<file path="src/hdl/eqsm_pkg.sv">
/*
  Package for the event queue status monitor: register offsets, field positions,
  reset values and the carrier structs. Assumes a 32-bit AHB-Lite register bus.
*/
package eqsm_pkg;
  localparam int NQ = 4;
  localparam logic [4:0] DEPTH = 5'h10;
  // byte offsets
  localparam logic [7:0] OFS_QSTAT0 = 8'h00; // queue_status 0..3 at 00,04,08,0C
  localparam logic [7:0] OFS_THR = 8'h10; // queue_threshold_register
  localparam logic [7:0] OFS_ERR = 8'h14; // error_register (RO, sticky)
  localparam logic [7:0] OFS_ERRCLR = 8'h18; // error_clear_register (WO, W1C)
  localparam logic [7:0] OFS_IEN = 8'h1C; // interrupt enable
  // queue_status field positions
  localparam int POS_HEAD = 0;
  localparam int POS_COUNT = 8;
  localparam int POS_HWM = 16;
  localparam int POS_THRX = 24;
  localparam int THR_STRIDE = 8;
  localparam logic [4:0] THR_RESET = 5'h10;
  localparam logic [4:0] THR_DISABLE = 5'h11;
  localparam logic [1:0] HTRANS_NONSEQ = 2'h2;

  typedef struct packed {
    logic [4:0] count;
    logic [3:0] head;
    logic [4:0] hwm;
    logic thrx;
    logic [4:0] thr;
  } eqsm_queue_s;

  typedef struct packed {
    eqsm_queue_s [NQ-1:0] q;
    logic [NQ-1:0] ien;
    logic dph_valid;
    logic dph_write;
    logic [7:0] dph_addr;
    logic [31:0] rdata;
  } eqsm_state_s;

  typedef struct packed {
    logic [NQ-1:0] enq;
    logic [NQ-1:0] deq;
  } eqsm_qev_s;
endpackage

</file>
<file path="src/hdl/eqsm_top.sv">
/*
  Event queue status monitor. Tracks count, head offset, high-water mark and a
  sticky threshold flag per queue from enqueue/dequeue strobes. Assumes strobes
  are synchronous to clock and the source never enqueues into a full queue nor
  dequeues from an empty one. Single AHB-Lite slave, zero wait states.
*/
// Our own choices: the AHB-Lite interface to the registers and the register addresses.
`timescale 1ns/1ps
`default_nettype none
module eqsm_top (
  input wire logic clock, // 25 MHz
  input wire logic rst_n, // async reset, active low
  input wire logic clk_en, // freezes all state when low
  input wire eqsm_pkg::eqsm_qev_s qev, // per-queue enqueue/dequeue strobes
  input wire logic hsel, // ahb select
  input wire logic [31:0] haddr, // ahb address
  input wire logic [1:0] htrans, // ahb transfer type
  input wire logic hwrite, // ahb write
  input wire logic [2:0] hsize, // ahb size
  input wire logic [31:0] hwdata, // ahb write data
  input wire logic hready, // ahb ready in
  output logic [31:0] hrdata, // ahb read data
  output logic hreadyout, // ahb ready out
  output logic hresp, // ahb response
  output logic [eqsm_pkg::NQ-1:0] error_register, // sticky threshold errors
  output logic irq // level interrupt
);
  import eqsm_pkg::*;

  eqsm_state_s s_q, s_d;

  function automatic logic [31:0] status_word(input eqsm_queue_s q);
    logic [31:0] w;
    w = 32'h0;
    w[POS_HEAD +: 4] = q.head;
    w[POS_COUNT +: 5] = q.count;
    w[POS_HWM +: 5] = q.hwm;
    w[POS_THRX] = q.thrx;
    return w;
  endfunction

  logic addr_take;
  logic [NQ-1:0] clr_bits;
  logic [NQ-1:0] thrx_vec;

  assign addr_take = hsel && hready && (htrans == HTRANS_NONSEQ);
  // the write data of a clear arrives in the data phase
  assign clr_bits = (s_q.dph_valid && s_q.dph_write && s_q.dph_addr == OFS_ERRCLR)
    ? hwdata[NQ-1:0] : '0;

  always_comb begin
    logic [31:0] rd;
    logic [4:0] cnt;
    rd = 32'h0;
    cnt = 5'h0;
    s_d = s_q;
    // queue tracking
    for (int i = 0; i < NQ; i++) begin
      cnt = s_q.q[i].count;
      if (qev.enq[i] && !qev.deq[i] && cnt != DEPTH) begin
        cnt = cnt + 5'h1;
      end else if (qev.deq[i] && !qev.enq[i] && cnt != 5'h0) begin
        cnt = cnt - 5'h1;
      end
      // judge emptiness on the old count, so the last entry out still moves the head
      if (qev.deq[i] && (s_q.q[i].count != 5'h0 || qev.enq[i])) begin
        s_d.q[i].head = s_q.q[i].head + 4'h1;
      end
      s_d.q[i].count = cnt;
      if (clr_bits[i]) begin
        s_d.q[i].hwm = cnt;
      end else if (cnt > s_q.q[i].hwm) begin
        s_d.q[i].hwm = cnt;
      end
      if (s_q.q[i].thr != THR_DISABLE && cnt >= s_q.q[i].thr) begin
        s_d.q[i].thrx = 1'b1; // set wins over clear
      end else if (clr_bits[i]) begin
        s_d.q[i].thrx = 1'b0;
      end
    end
    // bus writes
    if (s_q.dph_valid && s_q.dph_write) begin
      if (s_q.dph_addr == OFS_THR) begin
        for (int i = 0; i < NQ; i++) begin
          s_d.q[i].thr = hwdata[i*THR_STRIDE +: 5];
        end
      end else if (s_q.dph_addr == OFS_IEN) begin
        s_d.ien = hwdata[NQ-1:0];
      end
    end
    // address phase capture, read data registered for the data phase
    s_d.dph_valid = addr_take;
    s_d.dph_write = hwrite;
    s_d.dph_addr = haddr[7:0];
    if (addr_take && !hwrite) begin
      if (haddr[7:0] < OFS_THR && haddr[1:0] == 2'h0) begin
        rd = status_word(s_q.q[haddr[3:2]]);
      end else if (haddr[7:0] == OFS_THR) begin
        for (int i = 0; i < NQ; i++) begin
          rd[i*THR_STRIDE +: 5] = s_q.q[i].thr;
        end
      end else if (haddr[7:0] == OFS_ERR) begin
        rd[NQ-1:0] = thrx_vec;
      end else if (haddr[7:0] == OFS_IEN) begin
        rd[NQ-1:0] = s_q.ien;
      end else begin
        rd = 32'h0;
      end
    end
    // read data stands until the next read is taken; writes leave it alone
    if (addr_take && !hwrite) begin
      s_d.rdata = rd;
    end
  end

  genvar g;
  generate
    for (g = 0; g < NQ; g++) begin : g_err
      assign thrx_vec[g] = s_q.q[g].thrx;
    end
  endgenerate

  always_ff @(posedge clock or negedge rst_n) begin
    if (!rst_n) begin
      s_q <= '0;
      for (int i = 0; i < NQ; i++) begin
        s_q.q[i].thr <= THR_RESET;
      end
    end else if (clk_en) begin
      s_q <= s_d;
    end
  end

  assign hrdata = s_q.rdata;
  assign hreadyout = 1'b1;
  assign hresp = 1'b0;
  assign error_register = thrx_vec;
  assign irq = |(thrx_vec & s_q.ien);
endmodule // eqsm_top
`default_nettype wire

</file>
<file path="config.mk">
export PLATFORM = sky130hd
export DESIGN_NAME = eqsm_top
export DESIGN_NICKNAME = d
export VERILOG_FILES = /design/src/hdl/eqsm_pkg.sv /design/src/hdl/eqsm_top.sv
export SDC_FILE = /design/constraint.sdc
export NUM_CORES = 1
export LEC_CHECK = 0
export BUFFER_PORTS_ARGS = -buffer_cell sky130_fd_sc_hd__buf_4
export CELL_PAD_IN_SITES_DETAIL_PLACEMENT = 0
export CELL_PAD_IN_SITES_GLOBAL_PLACEMENT = 2
export CORE_ASPECT_RATIO = 1.4
export CORE_MARGIN = 8
export CORE_UTILIZATION = 40
export CTS_CLUSTER_SIZE = 12
export DETAILED_ROUTE_END_ITERATION = 8
export MAX_ROUTING_LAYER = met4
export PLACE_DENSITY = 0.95
export SETUP_SLACK_MARGIN = 0.1
export SYNTH_ARGS = -nofsm -noshare
export SYNTH_HDL_FRONTEND = slang
export SYNTH_SLANG_ARGS = --single-unit
</file>
<file path="constraint.sdc">
create_clock -name clock -period 7.5 [get_ports clock]
set_clock_uncertainty 0.15 [all_clocks]
set_input_delay 0.375 -clock clock [delete_from_list [all_inputs] [get_ports clock]]
set_output_delay 0.375 -clock clock [all_outputs]
set_load 0.02 [all_outputs]
</file>
* After elaboration in Yosys (flattened, before gate mapping)
Index checks and enable logic that the tools add are counted.
Word-level totals: flip-flop bits (word level) 126, output and inout port bits 39, input bits 83
Operators by class: reductions and logical operators 72, order comparisons 10, equal/unequal tests 15, $add $sub $neg 12, muxes and demuxes 34, bitwise logic cells 2
Operators with widths (count):
- 5-bit two-way mux | 20
- 8-bit by 5-bit == test with 1-bit output (second input constant) | 6
- 20-bit binary-select mux with 2-bit select | 1
- 5-bit inequality test (second input constant) | 8
- 1-bit logical AND | 30
- 29-bit two-way mux | 1
- 2-bit AND reduction | 13
- 5-bit by 1-bit adder with 5-bit output (second input constant) | 4
- 5-bit greater-or-equal comparator | 4
- 5-bit greater-than comparator | 4
- 20-bit two-way mux | 1
- 5-bit nonzero test | 4
- 5-bit by 1-bit subtractor with 5-bit output (second input constant) | 4
- 4-bit by 1-bit adder with 4-bit output (second input constant) | 4
- 2-bit nonzero test | 8
- 4-bit two-way mux | 3
- 1-bit logical NOT | 9
- 8-bit by 5-bit less-than comparator with 1-bit output (second input constant) | 1
- 1-bit two-way mux | 8
- 4-bit bitwise AND | 1
- 1-bit logical OR | 4
- 4-bit AND reduction | 1
- 4-bit OR reduction | 1
- 2-bit by 3-bit less-than comparator with 1-bit output (second input constant) | 1
- other kinds (4) | 4

* Longest topological paths before layout
depth in word-level cells 9, gate-level depth with buffers 12, depth with buffers taken out 12

* Worst setup path before layout
No wires, ideal clock.
path type register -> register, start register s_q[101] (netlist bit), end register s_q[95] (netlist bit), library setup time 0.125 ns, data required time 7.225 ns, cell stages (with the launch flop) 12, buffers on the path 0, data arrival time 2.957 ns, setup slack 4.268 ns, path through dfrtp_1 -> inv_1 -> ha_1 -> or3b_2 -> o21ai_0 -> o41ai_1 -> xor2_1 -> ha_1 -> a211oi_1 -> o21ai_0 -> a32oi_2 -> mux2_2
RTL lines:
- from (decl) | line eqsm_top.sv:30 | eqsm_state_s s_q, s_d;

==> results.json <==
{
  "initialDrtViolationCount": 243,
  "critPathRequiredTime_ps": 7650,
  "critPathLaunchType": "flop",
  "hp-class": "in2reg",
  "p_sw_uw": 1070,
  "rows": 57,
  "finalWorstSetupSlack_ps": 3840,
  "syn_area_per_cell_um2": 11.1,
  "numCtsBuffers": 17,
  "p_clk_share_pct": 29.7,
  "holdPathStages": 2,
  "drt.antenna.violating_nets": 0,
  "period_needed_ps": 3660,
  "cp-startpoint": "s_q[101]",
  "clkLatencyLatePin_ps": 420,
  "finalSetupViolCount": 0,
  "p_seq_share_pct": 33.3,
  "relSlewSlack_pct": 39.1,
  "antenna_found_initial": 0,
  "h-tree-depth": 4,
  "viasPerCell": 5.36,
  "r2r-end": "s_q[96]",
  "cp.arrival_ps": 3820,
  "place.gp.congestion": 0.884,
  "core-area_um2": 17400,
  "grt_pass1_vias": 5293,
  "switching_share_pct": 35.4,
  "timing.rr.start": "s_q[101]",
  "cts.repair.resized": 0,
  "grt_overflow": 0,
  "die-width_um": 129,
  "start_util_pct": 40.8,
  "crit_path_max_fanout": 7,
  "status": "completed",
  "synth.distinct_cells": 61,
  "post-place-ws_ps": 3850,
  "maxCapViolations": 0,
  "area_growth_syn_to_layout_pct": 16.3,
  "power.total_uw": 3010,
  "dp_hpwl_um": 13000,
  "crit_type": "reg2reg",
  "dieHeight_um": 174,
  "finalMaxSlewViolations": 0,
  "powerDensity_nw_per_um2": 365,
  "vdd_drop_max_v": 0.000160,
  "remaining_drc_errors": 0,
  "yosysSeqAreaShare_pct": 40.3,
  "fin_crit_sh_pct": 48.8,
  "yosys_warnings": 0,
  "drt_wl_total_um": 16700,
  "synth_edf_count": 0,
  "final_common_cell": "dfrtp_1",
  "finalSetupTns_ps": 0,
  "tritoncts": "built",
  "wire_per_inst_um": 18.0,
  "root_buffer": "clkbuf_16",
  "num-nets-final": 816,
  "die_area_um2": 22300,
  "grt_max_degree": 71,
  "ff2ff_setup_slack_ps": 3840,
  "path_clk_slew_ps": 60,
  "boundaryPins": 122,
  "rsz0062_at_grt": "false",
  "final_area_um2": 8250,
  "final_core_util_pct": 47.4,
  "dr.pass1.iters": 4,
  "synthArstFlopShare_pct": 100,
  "cp-end-kind": "flop",
  "nFillCells": 1600,
  "grt_usage_pct": 16.2,
  "postPlaceCellArea_um2": 7580,
  "cellLeakagePower_uw": 0.00368,
  "diodes": 0,
  "netlist_area_um2": 7090,
  "hold_viol": 0,
  "ys_ff_latch": 114,
  "whs_endpoint": "s_q[87]",
  "drive_gt1_share_pct": 30.0,
  "final_cell_mix": "dfrtp_1, mux2_2, buf_4, ha_1, inv_1",
  "worstMarginPinSlew_ps": 910,
  "synth_top_flop_cell": "dfrtp_1",
  "cts_buffer_depth": 2,
  "rr_worst_depth": 11,
  "postSynthCellCount": 640,
  "grt_pass1_wl_um": 27400,
  "io_buffers": 68,
  "clock.fmax_mhz": 273,
  "hold_start": "hwdata[17]",
  "comb_power_share_pct": 37.0,
  "vias": 4989,
  "clock_sinks": 114,
  "p_int_uw": 1940
}
-- registers in the layout (all words and copies together) (netlist names) --
| name | count |
|---|---|
| s_q | 90 |
| hrdata | 20 |
| error_register | 4 |
-- worst max-delay path by stage --
stage               endpoint  slack, ps  depth (start not counted)
finish               s_q[96]       3840                         11
global route         s_q[96]       3550                         11
floorplan            s_q[95]       4270                         11
detailed placement   s_q[96]       3850                         11
CTS                  s_q[96]       3860                         11
global placement     s_q[96]       3920                         11
-- cell families after synthesis --
| group | after synthesis | synth area share, % |
|---|---|---|
| other | 2 | 0.106 |
| flip-flops | 114 | 40.3 |
| multiplexers | 94 | 17.2 |
| AND/OR/NAND/NOR | 105 | 8.33 |
| AO/OA/AOI/OAI | 127 | 12.5 |
| XOR/XNOR | 34 | 4.20 |
| adder cells (fa/ha/maj) | 52 | 9.17 |
| buffers and inverters | 112 | 8.18 |
-- synthesized netlist by cell type, drive strengths merged, types with 2 or more instances --
master / n / area (um2)
dfrtp: 110 / 2750
mux2: 74 / 833
ha: 52 / 651
inv: 50 / 188
buf: 47 / 337
nand2: 34 / 128
a21oi: 26 / 130
o21ai: 24 / 120
xnor2: 20 / 175
a22oi: 18 / 135
clkbuf: 15 / 56.3
mux4: 15 / 338
xor2: 14 / 123
nand4: 13 / 81.3
nor2: 11 / 41.3
nor2b: 9 / 56.3
a21o: 7 / 56.3
a22o: 7 / 61.3
nand3: 7 / 35.0
nand2b: 6 / 37.5
nor3b: 6 / 66.3
o211ai: 6 / 45.0
mux2i: 5 / 50.1
a211oi: 4 / 30.0
a32o: 4 / 40.0
a32oi: 4 / 42.6
dfstp: 4 / 105
nor3: 4 / 20.0
o311a: 4 / 40.0
o31ai: 4 / 30.0
o21a: 3 / 22.5
o21bai: 3 / 22.5
o221ai: 3 / 26.3
or3b: 3 / 26.3
a21boi: 2 / 15.0
a2bb2oi: 2 / 17.5
and3: 2 / 12.5
conb: 2 / 7.51
o41ai: 2 / 17.5
or3: 2 / 17.5
or4: 2 / 18.8
-- power by group through the flow --
stage / Combinational (uW) / Clock [uW] / Sequential [uW]
finish: 1110 / 895 / 1000
global route: 1260 / 940 / 1030
CTS: 1120 / 913 / 1000
detailed placement: 1120 / 0 / 1010
global placement: 1060 / 0 / 1000
floorplan: 917 / 0 / 892
-- per-layer routing --
metal  wire length [um]  share of wire, %  GRT usage, %
met2               8620                52          27.3
met4                510               3.0          7.81
met5                  0                 0             -
met3                865               5.2          3.73
met1               6720                40          17.5
-- per-stage QoR --
stage               hold slack [ps]  cells
finish                         36.5    930
global route                   22.2    930
CTS                            14.6    930
detailed placement              243    897
global placement                243    897
floorplan                     -70.6    652
-- area by class of cell --
| class | count | area, um2 | share of cell area, % |
|---|---|---|---|
| clock buffers | 17 | 425 | 5.16 |
| clock inverters | 15 | 233 | 2.82 |
| inverters | 50 | 188 | 2.28 |
| multi-input cells | 426 | 3700 | 44.9 |
| flip-flops and latches | 114 | 2860 | 34.7 |
| well taps | 236 | 295 | 3.58 |
| repair buffers | 72 | 543 | 6.58 |
-- worst max-delay path: stages (launching register included) --
cell and delay (ps):
dfrtp_1 480, inv_1 110, ha_1 180, or3b_2 500, o21ai_0 280, o41ai_1 120
xor2_1 320, ha_1 310, a211oi_1 220, o21ai_0 130, a32oi_2 380, mux2_2 380
-- what timing repair did --
action | 4_1_cts | 5_1_grt
setup buffers | 0 | 0
hold buffers | 1 | 0
hold endpoints to repair | 41 | 0
No activity file was read; power rests on OpenSTA's default activity.
